`config.mk`:
```
export PLATFORM = sky130hd
export DESIGN_NAME = power_wake_and_irq_enable
export DESIGN_NICKNAME = d
export VERILOG_FILES = /design/src/hw/pwr_wake_pkg.sv /design/src/hw/pin_sync.sv /design/src/hw/power_wake_and_irq_enable.sv
export SDC_FILE = /design/constraint.sdc
export NUM_CORES = 1
export LEC_CHECK = 0
export BUFFER_PORTS_ARGS = -buffer_cell sky130_fd_sc_hd__buf_2
export CAP_MARGIN = 20
export CORE_ASPECT_RATIO = 0.8
export CORE_UTILIZATION = 45
export DETAILED_ROUTE_END_ITERATION = 12
export PLACE_DENSITY_LB_ADDON = 0.1
export RECOVER_POWER = 50
export SLEW_MARGIN = 20
export SYNTH_ARGS = -nofsm -noshare
export SYNTH_HDL_FRONTEND = slang
export SYNTH_SLANG_ARGS = --single-unit
```
`constraint.sdc`:
```
create_clock -name ref_clk -period 3.1 [get_ports ref_clk]
set_input_delay 0.62 -clock ref_clk [delete_from_list [all_inputs] [get_ports ref_clk]]
set_output_delay 0.62 -clock ref_clk [all_outputs]
set_load 0.02 [all_outputs]
```
`src/hw/pwr_wake_pkg.sv`:
```
// Constants, register layout and carrier types for the power and wake block.
// Assumes a 16-bit register port and a 250 MHz ref_clk.
package pwr_wake_pkg;

  // ************************************************************
  // Register offsets
  // ************************************************************
  localparam logic [15:0] PWR_CTRL_OFFSET = 16'hc00a;
  localparam logic [15:0] IRQ_EN_OFFSET   = 16'hc00e;

  // ************************************************************
  // Power control fields
  // ************************************************************
  localparam int PWR_HALT_BIT   = 0;
  localparam int PWR_SLEEP_BIT  = 1;
  localparam int PWR_BOOST_BIT  = 2;
  localparam int PWR_GP_BIT     = 4;
  localparam int PWR_HOSTP_BIT  = 7;
  localparam int PWR_SPI_BIT    = 8;
  localparam int PWR_FSP_BIT    = 9;
  localparam int PWR_OTG_BIT    = 11;
  localparam int PWR_USB1_BIT   = 12;
  localparam int PWR_USB2_BIT   = 14;
  localparam logic [15:0] PWR_WAKE_MASK = 16'h5b90;
  localparam logic [15:0] PWR_RESET     = 16'h0000;

  // ************************************************************
  // Interrupt enable fields
  // ************************************************************
  localparam int IE_TMR0_BIT  = 0;
  localparam int IE_TMR1_BIT  = 1;
  localparam int IE_GPIO_BIT  = 2;
  localparam int IE_UART_BIT  = 3;
  localparam int IE_MBOX_OUT_BIT = 5;
  localparam int IE_MBOX_IN_BIT  = 6;
  localparam int IE_FSP_BIT   = 7;
  localparam int IE_USB1_BIT  = 8;
  localparam int IE_USB2_BIT  = 9;
  localparam int IE_SPI_BIT   = 11;
  localparam int IE_OTG_BIT   = 12;
  localparam logic [15:0] IE_WR_MASK = 16'h1bef;
  localparam logic [15:0] IE_RESET   = 16'h0000;

  // ************************************************************
  // Timing
  // ************************************************************
  localparam int CLK_MHZ        = 250;
  localparam int RESUME_US_X10  = 5000;
  localparam int RESUME_CYCLES  = (RESUME_US_X10 * CLK_MHZ) / 10;
  localparam int RESTART_CYCLES = 16;

  // ************************************************************
  // Carrier types
  // ************************************************************
  typedef struct packed {
    logic       usb2;
    logic       usb1;
    logic       bus_voltage_valid;
    logic       otg_id;
    logic       fsp_rx;
    logic       slave_select_n;
    logic       host_rd;
    logic [1:0] gp_pin;
  } wake_pins_t;

  typedef struct packed {
    logic       otg_change_vector;
    logic [2:0] spi;
    logic [7:0] usb2;
    logic [7:0] usb1;
    logic [1:0] fsp;
    logic       inbound_mailbox_irq;
    logic       outbound_mailbox_irq;
    logic [1:0] uart;
    logic       gpio;
    logic       timer1_irq;
    logic       timer0_irq;
  } irq_vec_t;

  typedef enum logic [1:0] {
    PM_RUN,
    PM_HALT,
    PM_SLEEP,
    PM_RESUME
  } pm_state_t;

endpackage
```
`src/hw/pin_sync.sv`:
```
// Two-stage synchroniser for one asynchronous pin.
// Assumes ref_clk is the only clock.
`timescale 1ns/1ps
module pin_sync #(
  parameter logic RST_VAL = 1'b0
) (
  input  wire logic ref_clk,
  input  wire logic resetn,
  input  wire logic pin,
  output logic      pin_s
);
  logic meta_q;

  always_ff @(posedge ref_clk or negedge resetn) begin
    if (!resetn) begin
      meta_q <= RST_VAL;
      pin_s  <= RST_VAL;
    end else begin
      meta_q <= pin;
      pin_s  <= meta_q;
    end
  end
endmodule

```
`src/hw/power_wake_and_irq_enable.sv`:
```
// Power mode, wake enable and interrupt enable control.
// Assumes the CPU drives the register port on ref_clk; wake pins are asynchronous.
//
// Contract
// - Power bit 14 lets USB port 2 activity wake from sleep, no interrupt.
// - Power bit 12 lets USB port 1 activity wake from sleep, no interrupt.
// - Power bit 11 lets OTG bus voltage or id change wake the chip.
// - Power bit 9 lets fast serial receive edges wake; that byte is dropped.
// - Power bit 8 lets slave select falling edge wake; that byte is dropped.
// - Power bit 7 lets a host parallel port read wake the chip.
// - Power bit 4 lets either edge of GP pin 24 or 25 wake.
// - Power bit 2 is read only, one while booster rails are low.
// - Writing one to bit 1 enters sleep at once; clocks stop, state kept.
// - Any enabled wake source ends sleep; CPU restarts within 0.5 ms.
// - Wake enable bits act only while sleeping.
// - Only one of sleep or halt is active at a time.
// - Writing one to bit 0 halts only the CPU; writing zero does nothing.
// - Any enabled interrupt ends halt.
// - Enable bit 12 gates the OTG change interrupt.
// - Enable bit 11 gates SPI transmit, receive and block done.
// - Enable bit 9 gates all USB port 2 interrupts.
// - Enable bit 8 gates all USB port 1 interrupts.
// - Enable bit 7 gates both fast serial port interrupts.
// - Enable bits 6 and 5 gate inbound and outbound mailbox.
// - Enable bit 3 gates UART transmit and receive.
// - Bits 2,1,0 gate GPIO and timers; clearing also discards pending.
//
// Local design decision: strobed register access.
`timescale 1ns/1ps
module power_wake_and_irq_enable #(
  parameter int RESUME_CYCLES = pwr_wake_pkg::RESUME_CYCLES
) (
  input  wire logic                    ref_clk,
  input  wire logic                    resetn,
  input  wire logic [15:0]             reg_addr,
  input  wire logic [15:0]             reg_wdata,
  input  wire logic                    reg_wr,
  input  wire logic                    reg_rd,
  output logic [15:0]                  reg_rdata,
  input  wire pwr_wake_pkg::wake_pins_t wake_pins,
  input  wire logic                    boost_low,
  input  wire pwr_wake_pkg::irq_vec_t  irq_pending,
  output pwr_wake_pkg::irq_vec_t       irq_req,
  output logic                         gp_pend_clr,
  output logic                         tmr1_pend_clr,
  output logic                         tmr0_pend_clr,
  output logic                         cpu_run,
  output logic                         clk_gate_en,
  output logic                         analog_pwr_en,
  output logic                         fsp_discard,
  output logic                         spi_discard
);

  // ************************************************************
  // Pin synchronisers
  // ************************************************************
  localparam int NPIN = $bits(pwr_wake_pkg::wake_pins_t);
  logic [NPIN-1:0] pins_s;
  logic [NPIN-1:0] pins_prev_q;
  logic            boost_s;
  pwr_wake_pkg::wake_pins_t pin_now;
  pwr_wake_pkg::wake_pins_t pin_old;

  genvar gi;
  generate
    for (gi = 0; gi < NPIN; gi++) begin : g_sync
      pin_sync #(.RST_VAL(1'b1)) u_sync (
        .ref_clk (ref_clk),
        .resetn  (resetn),
        .pin     (wake_pins[gi]),
        .pin_s   (pins_s[gi])
      );
    end
  endgenerate

  pin_sync #(.RST_VAL(1'b0)) u_boost (
    .ref_clk (ref_clk),
    .resetn  (resetn),
    .pin     (boost_low),
    .pin_s   (boost_s)
  );

  // Previous synced levels for edge detection
  always_ff @(posedge ref_clk or negedge resetn) begin
    if (!resetn) begin
      pins_prev_q <= '1;
    end else begin
      pins_prev_q <= pins_s;
    end
  end

  assign pin_now = pins_s;
  assign pin_old = pins_prev_q;

  // ************************************************************
  // Registers
  // ************************************************************
  logic [15:0]            pwr_q;
  logic [15:0]            ie_q;
  pwr_wake_pkg::pm_state_t state_q;
  logic [31:0]            resume_cnt_q;
  logic                   wr_pwr;
  logic                   wr_ie;
  logic                   wake_hit;
  logic                   any_irq;
  logic [15:0]            ie_d;
  logic                   sleep_wr;
  logic                   halt_wr;
  logic                   sleep_exit;

  assign wr_pwr = reg_wr && (reg_addr == pwr_wake_pkg::PWR_CTRL_OFFSET);
  assign wr_ie  = reg_wr && (reg_addr == pwr_wake_pkg::IRQ_EN_OFFSET);
  assign ie_d   = reg_wdata & pwr_wake_pkg::IE_WR_MASK;

  // Mode requests; sleep wins when both bits are written
  assign sleep_wr = wr_pwr && reg_wdata[pwr_wake_pkg::PWR_SLEEP_BIT];
  assign halt_wr  = wr_pwr && reg_wdata[pwr_wake_pkg::PWR_HALT_BIT] && !sleep_wr;

  // Wake enables stored as written; reserved bits held at zero
  always_ff @(posedge ref_clk or negedge resetn) begin
    if (!resetn) begin
      pwr_q <= pwr_wake_pkg::PWR_RESET;
    end else if (wr_pwr) begin
      pwr_q <= reg_wdata & pwr_wake_pkg::PWR_WAKE_MASK;
    end
  end

  always_ff @(posedge ref_clk or negedge resetn) begin
    if (!resetn) begin
      ie_q <= pwr_wake_pkg::IE_RESET;
    end else if (wr_ie) begin
      ie_q <= ie_d;
    end
  end

  // ************************************************************
  // Wake detection
  // ************************************************************
  logic usb2_act;
  logic usb1_act;
  logic otg_act;
  logic fsp_act;
  logic spi_act;
  logic host_act;
  logic gp_act;

  assign usb2_act = pin_now.usb2 ^ pin_old.usb2;
  assign usb1_act = pin_now.usb1 ^ pin_old.usb1;
  assign otg_act  = (pin_now.bus_voltage_valid ^ pin_old.bus_voltage_valid) |
                    (pin_now.otg_id ^ pin_old.otg_id);
  assign fsp_act  = pin_now.fsp_rx ^ pin_old.fsp_rx;
  assign spi_act  = pin_old.slave_select_n & ~pin_now.slave_select_n;
  assign host_act = pin_now.host_rd & ~pin_old.host_rd;
  assign gp_act   = |(pin_now.gp_pin ^ pin_old.gp_pin);

  always_comb begin
    wake_hit = 1'b0;
    if (pwr_q[pwr_wake_pkg::PWR_USB2_BIT] && usb2_act) wake_hit = 1'b1;
    if (pwr_q[pwr_wake_pkg::PWR_USB1_BIT] && usb1_act) wake_hit = 1'b1;
    if (pwr_q[pwr_wake_pkg::PWR_OTG_BIT] && otg_act) wake_hit = 1'b1;
    if (pwr_q[pwr_wake_pkg::PWR_FSP_BIT] && fsp_act) wake_hit = 1'b1;
    if (pwr_q[pwr_wake_pkg::PWR_SPI_BIT] && spi_act) wake_hit = 1'b1;
    if (pwr_q[pwr_wake_pkg::PWR_HOSTP_BIT] && host_act) wake_hit = 1'b1;
    if (pwr_q[pwr_wake_pkg::PWR_GP_BIT] && gp_act) wake_hit = 1'b1;
  end

  // Wake enables only count while asleep
  assign sleep_exit = wake_hit && (state_q == pwr_wake_pkg::PM_SLEEP);

  // ************************************************************
  // Interrupt gating
  // ************************************************************
  pwr_wake_pkg::irq_vec_t gated;

  always_comb begin
    gated                      = '0;
    gated.otg_change_vector    = irq_pending.otg_change_vector & ie_q[pwr_wake_pkg::IE_OTG_BIT];
    gated.spi                  = irq_pending.spi & {3{ie_q[pwr_wake_pkg::IE_SPI_BIT]}};
    gated.usb2                 = irq_pending.usb2 & {8{ie_q[pwr_wake_pkg::IE_USB2_BIT]}};
    gated.usb1                 = irq_pending.usb1 & {8{ie_q[pwr_wake_pkg::IE_USB1_BIT]}};
    gated.fsp                  = irq_pending.fsp & {2{ie_q[pwr_wake_pkg::IE_FSP_BIT]}};
    gated.inbound_mailbox_irq  = irq_pending.inbound_mailbox_irq & ie_q[pwr_wake_pkg::IE_MBOX_IN_BIT];
    gated.outbound_mailbox_irq = irq_pending.outbound_mailbox_irq & ie_q[pwr_wake_pkg::IE_MBOX_OUT_BIT];
    gated.uart                 = irq_pending.uart & {2{ie_q[pwr_wake_pkg::IE_UART_BIT]}};
    gated.gpio                 = irq_pending.gpio & ie_q[pwr_wake_pkg::IE_GPIO_BIT];
    gated.timer1_irq           = irq_pending.timer1_irq & ie_q[pwr_wake_pkg::IE_TMR1_BIT];
    gated.timer0_irq           = irq_pending.timer0_irq & ie_q[pwr_wake_pkg::IE_TMR0_BIT];
  end

  assign any_irq = |gated;

  always_ff @(posedge ref_clk or negedge resetn) begin
    if (!resetn) begin
      irq_req <= '0;
    end else begin
      irq_req <= gated;
    end
  end

  // Pending clear pulses when the GPIO or a timer enable falls
  always_ff @(posedge ref_clk or negedge resetn) begin
    if (!resetn) begin
      gp_pend_clr <= 1'b0;
    end else begin
      gp_pend_clr <= wr_ie && ie_q[pwr_wake_pkg::IE_GPIO_BIT] && !ie_d[pwr_wake_pkg::IE_GPIO_BIT];
    end
  end

  always_ff @(posedge ref_clk or negedge resetn) begin
    if (!resetn) begin
      tmr1_pend_clr <= 1'b0;
    end else begin
      tmr1_pend_clr <= wr_ie && ie_q[pwr_wake_pkg::IE_TMR1_BIT] && !ie_d[pwr_wake_pkg::IE_TMR1_BIT];
    end
  end

  always_ff @(posedge ref_clk or negedge resetn) begin
    if (!resetn) begin
      tmr0_pend_clr <= 1'b0;
    end else begin
      tmr0_pend_clr <= wr_ie && ie_q[pwr_wake_pkg::IE_TMR0_BIT] && !ie_d[pwr_wake_pkg::IE_TMR0_BIT];
    end
  end

  // ************************************************************
  // Power mode machine
  // ************************************************************
  always_ff @(posedge ref_clk or negedge resetn) begin
    if (!resetn) begin
      state_q      <= pwr_wake_pkg::PM_RUN;
      resume_cnt_q <= '0;
    end else begin
      case (state_q)
        pwr_wake_pkg::PM_RUN: begin
          if (sleep_wr) begin
            state_q <= pwr_wake_pkg::PM_SLEEP;
          end else if (halt_wr) begin
            state_q <= pwr_wake_pkg::PM_HALT;
          end
        end
        pwr_wake_pkg::PM_HALT: begin
          if (any_irq) begin
            state_q <= pwr_wake_pkg::PM_RUN;
          end
        end
        pwr_wake_pkg::PM_SLEEP: begin
          if (wake_hit) begin
            state_q      <= pwr_wake_pkg::PM_RESUME;
            resume_cnt_q <= '0;
          end
        end
        pwr_wake_pkg::PM_RESUME: begin
          if (resume_cnt_q >= 32'(RESUME_CYCLES - 1)) begin
            state_q <= pwr_wake_pkg::PM_RUN;
          end else begin
            resume_cnt_q <= resume_cnt_q + 32'd1;
          end
        end
        default: begin
          state_q <= pwr_wake_pkg::PM_RUN;
        end
      endcase
    end
  end

  // ************************************************************
  // Power outputs and discard flags
  // ************************************************************
  // CPU stops for halt and sleep and waits out the resume count
  always_ff @(posedge ref_clk or negedge resetn) begin
    if (!resetn) begin
      cpu_run <= 1'b1;
    end else begin
      cpu_run <= (state_q == pwr_wake_pkg::PM_RUN) && !sleep_wr && !halt_wr;
    end
  end

  // Clock restarts at the wake edge so the resume count can run
  always_ff @(posedge ref_clk or negedge resetn) begin
    if (!resetn) begin
      clk_gate_en <= 1'b1;
    end else begin
      clk_gate_en <= ((state_q != pwr_wake_pkg::PM_SLEEP) && !sleep_wr) || sleep_exit;
    end
  end

  // Booster, charge pump and transceivers off in sleep
  always_ff @(posedge ref_clk or negedge resetn) begin
    if (!resetn) begin
      analog_pwr_en <= 1'b1;
    end else begin
      analog_pwr_en <= ((state_q != pwr_wake_pkg::PM_SLEEP) && !sleep_wr) || sleep_exit;
    end
  end

  // Byte that caused the wake is dropped by the serial ports
  always_ff @(posedge ref_clk or negedge resetn) begin
    if (!resetn) begin
      fsp_discard <= 1'b0;
    end else if (sleep_exit) begin
      fsp_discard <= pwr_q[pwr_wake_pkg::PWR_FSP_BIT] && fsp_act;
    end else if (state_q == pwr_wake_pkg::PM_RUN) begin
      fsp_discard <= 1'b0;
    end
  end

  always_ff @(posedge ref_clk or negedge resetn) begin
    if (!resetn) begin
      spi_discard <= 1'b0;
    end else if (sleep_exit) begin
      spi_discard <= pwr_q[pwr_wake_pkg::PWR_SPI_BIT] && spi_act;
    end else if (state_q == pwr_wake_pkg::PM_RUN) begin
      spi_discard <= 1'b0;
    end
  end

  // ************************************************************
  // Read port
  // ************************************************************
  logic [15:0] pwr_view;

  always_comb begin
    pwr_view                              = pwr_q;
    pwr_view[pwr_wake_pkg::PWR_BOOST_BIT] = boost_s;
    pwr_view[pwr_wake_pkg::PWR_SLEEP_BIT] = (state_q == pwr_wake_pkg::PM_SLEEP);
    pwr_view[pwr_wake_pkg::PWR_HALT_BIT]  = (state_q == pwr_wake_pkg::PM_HALT);
  end

  // Unmapped reads and idle cycles return zero
  always_ff @(posedge ref_clk or negedge resetn) begin
    if (!resetn) begin
      reg_rdata <= '0;
    end else if (reg_rd && reg_addr == pwr_wake_pkg::PWR_CTRL_OFFSET) begin
      reg_rdata <= pwr_view;
    end else if (reg_rd && reg_addr == pwr_wake_pkg::IRQ_EN_OFFSET) begin
      reg_rdata <= ie_q;
    end else begin
      reg_rdata <= '0;
    end
  end

endmodule

```
==> impl_metrics.csv <==
group,metric,value,unit
timing,slew_viol_final,0,
worst_setup_path,setup.worst_path.start_class,"register",
grt,grt-ovfl-total,0,
yosys,synth_cells,368,
worst_setup_path,path_buf_inv,0,
detailed_routing,wl_met2,4470,um
timing,skew,5.06,ps
placement,port_buffers,121,
yosys,synth_edf_count,0,
worst_setup_path,critPathTopFamily,"compound AO/OA/AOI/OAI gates",
timing,timing.final.crit_period,2500,ps
pwr,power.density,639,nW/um2
yosys,netlist_area,4880,um2
grt,grt_pass1_vias,3186,
status,status,"completed",
detailed_routing,drt-total-wl,9820,um
yosys,synth_top_family_by_area,"simple AND/OR/NAND/NOR gates",
timing,max_slew_margin,10.8,%
yosys,synth.distinct_cells,46,
grt,antenna_found_initial,0,
cells_and_area,finalNetCount,575,
clock_tree,clock-sinks,130,
clock_tree,cts_root_buf,"clkbuf_16",
timing,setup_viol,0,
timing,hold_viol,0,
detailed_routing,dr.pass1.iters,4,
clock_tree,numCtsBuffers,17,
worst_setup_path,crit_path_end_kind,"register",
detailed_routing,drc,0,
clock_tree,cts_tree,"done",
die,dieArea,11300,um2
placement,gp_congestion,0.765,
yosys,synth_simple_gate_area_share,17.2,%
worst_setup_path,worstPathRequired,3430,ps
clock_tree,cts_hold_buffers,0,
worst_setup_path,crit_chain,"ha_1 -> a2111o_1 -> a21oi_1 -> o211ai_1 -> or3_4 -> or3_1 -> a21oi_1",
placement,hpwl,6740,um
detailed_routing,routedWlPerCell,15.1,um
worst_setup_path,path_common_cell,"a21oi_1",
grt,grt_pass1_wl,16100,um
yosys,ys_ff_latch,130,
yosys,synth_warnings,0,
yosys,synthFlopType,"dfrtp_1",
detailed_routing,dr_wl_met3,484,um
clock_tree,cts_resized,0,
yosys,synth_area_per_cell,13.3,um2
worst_setup_path,cp_max_fo,5,
job,maxCapViolCount,0,
yosys,synth_fa_ha_area_share,0.256,%
clock_tree,clk_latency,400,ps
placement,dp_cells,620,
die,fp.coreArea,10400,um2
worst_setup_path,cp.arrival,2830,ps
yosys,synth.area.mux_share,4.15,%
grt,gr-usage-all-layers,19.2,%
clock_tree,cts_setup_buffers,0,
grt,grt_start_max_net_pins,56,
die,ios,128,
timing,period_share,80.6,%
worst_setup_path,slowest_delay,440,ps
clock_tree,clkTransAtPathRegs,50,ps
pwr,p_leak,0.00318,uW
cells_and_area,stdcell_count,652,
die,rows,33,
yosys,synthArstFlopShare,100,%
detailed_routing,postRouteAntennaNets,0,
cells_and_area,antenna_cells,0,
detailed_routing,vias_per_cell,4.98,
hold_path,hold_path_class,"in2reg",
detailed_routing,drt-met1-wl,4710,um
die,initial_utilization,46.9,%
yosys,synth_compound_area_share,6.07,%
cells_and_area,drive_gt1_share,38.5,%
clock_tree,clockBufferDepth,2,
worst_setup_path,worstSetupPathType,"reg2reg",
pwr,ir_drop,0.392,mV
timing,rsz0062_at_grt,"false",
timing,setup_tns,0,ps
cells_and_area,fin_util,60.4,%
worst_setup_path,critical-path-slowest-cell,"a2111o_1",
timing,tightest_slew,1340,ps
cells_and_area,area_delta_synth_final,28.6,%
die,die_y,95.2,um
timing,max_freq,400,MHz
detailed_routing,highest_layer,"met4",
detailed_routing,num_vias,3247,
clock_tree,htreeDepth,4,
die,die_w,118,um
detailed_routing,drt_iter0_markers,175,
yosys,synth_xor_xnor_area_share,3.05,%
yosys,yosysSeqAreaShare,67.3,%
==> through the flow <==
stage / setup WS [ps] / instance area [um2] / hold WS, ps / total power [uW]
after CTS: 622 / 6300 / 281 / 4060
after floorplan: 907 / 4890 / 324 / 1790
after detailed placement: 623 / 5650 / 336 / 1880
after global routing: 248 / 6280 / 294 / 4150
after global placement: 648 / 5650 / 334 / 1880
final: 603 / 6280 / 310 / 4010
==> flip-flops by register name (all words and copies together), names as in the netlist, 2 cells and up <==
name,cells
resume_cnt_q,32
irq_req,29
reg_rdata,13
ie_q,11
g_sync.u_sync.meta_q,9
g_sync.u_sync.pin_s,9
pin_old,9
pwr_q,7
state_q,2
==> cells in the final DEF (no fill, tap or decap), types with 6 or more instances in the layout <==
cell / n
buf_2: 120
dfrtp_1: 101
and2_1: 27
and2_0: 22
dfstp_2: 21
mux2_2: 18
nor2_1: 17
clkbuf_16: 17
a22o_1: 11
nand2_1: 11
nor4_1: 10
xnor2_1: 10
and3_1: 8
o21ai_0: 8
nand3_1: 8
dfstp_1: 8
xor2_1: 7
nor3_1: 7
a21oi_1: 7
nor3b_1: 6
==> cells in the mapped netlist, types with 7 or more instances <==
cell type    n  area (um2)
mux2_2      18         203
nand2_1     11        41.3
a21oi_1      7        35.0
xor2_1       7        61.3
dfstp_2     29         762
clkbuf_1    10        37.5
nor3_1       7        35.0
nor2_1      17        63.8
nor4_1      10        62.6
o21ai_0      8        40.0
nand3_1      8        40.0
a22o_1      11        96.3
dfrtp_1    101        2530
xnor2_1     10        87.6
and2_1      49         307
and3_1       8        50.1
==> routing by layer <==
layer | track usage, % | vias to the layer above
met3 | 5.92 | 13
met4 | 8.33 | 0
li1 | - | 1553
met5 | 0 | -
met1 | 26.0 | 1590
met2 | 28.7 | 91
==> worst reg2reg max path: stages, from the launching register on <==
cell and delay, ps:
dfrtp_1 420, ha_1 300, a2111o_1 440, a21oi_1 220
o211ai_1 160, or3_4 430, or3_1 320, a21oi_1 140
==> path summary, 6_finish.rpt <==
kind | slack (ps) | to | start | depth (start not counted)
max | 600 | resume_cnt_q[13] | resume_cnt_q[0] | 7
min | 310 | g_sync[8].u_sync.meta_q | wake_pins[8] | 1
max reg2reg | 600 | resume_cnt_q[13] | resume_cnt_q[0] | 7
min reg2reg | 350 | u_boost.pin_s | u_boost.meta_q | 0
max in group asynchronous | 700 | irq_req[24] | resetn | 2
min in group asynchronous | 510 | ie_q[5] | resetn | 1
==> area by class of cell <==
| class | count | area, um2 |
|---|---|---|
| Clock inverter | 10 | 179 |
| Multi-Input combinational cell | 220 | 1510 |
| Inverter | 4 | 15.0 |
| Fill cell | 860 | 4120 |
| Timing Repair Buffer | 126 | 641 |
| Sequential cell | 130 | 3290 |
| Clock buffer | 22 | 474 |
| Tap cell | 140 | 175 |
==> power by group <==
part           switching (uW)  internal [uW]
logic                    62.7           43.1
clock network             680           1490
registers                9.81           1730
==> kinds of logic after synthesis <==
logic type,after synthesis
fa+ha+maj,1
buf+inv,20
compound gates,41
mux,18
flops,130
simple gates,140
other cells,1
xor+xnor,17
No activity file was read; power rests on OpenSTA's default activity.
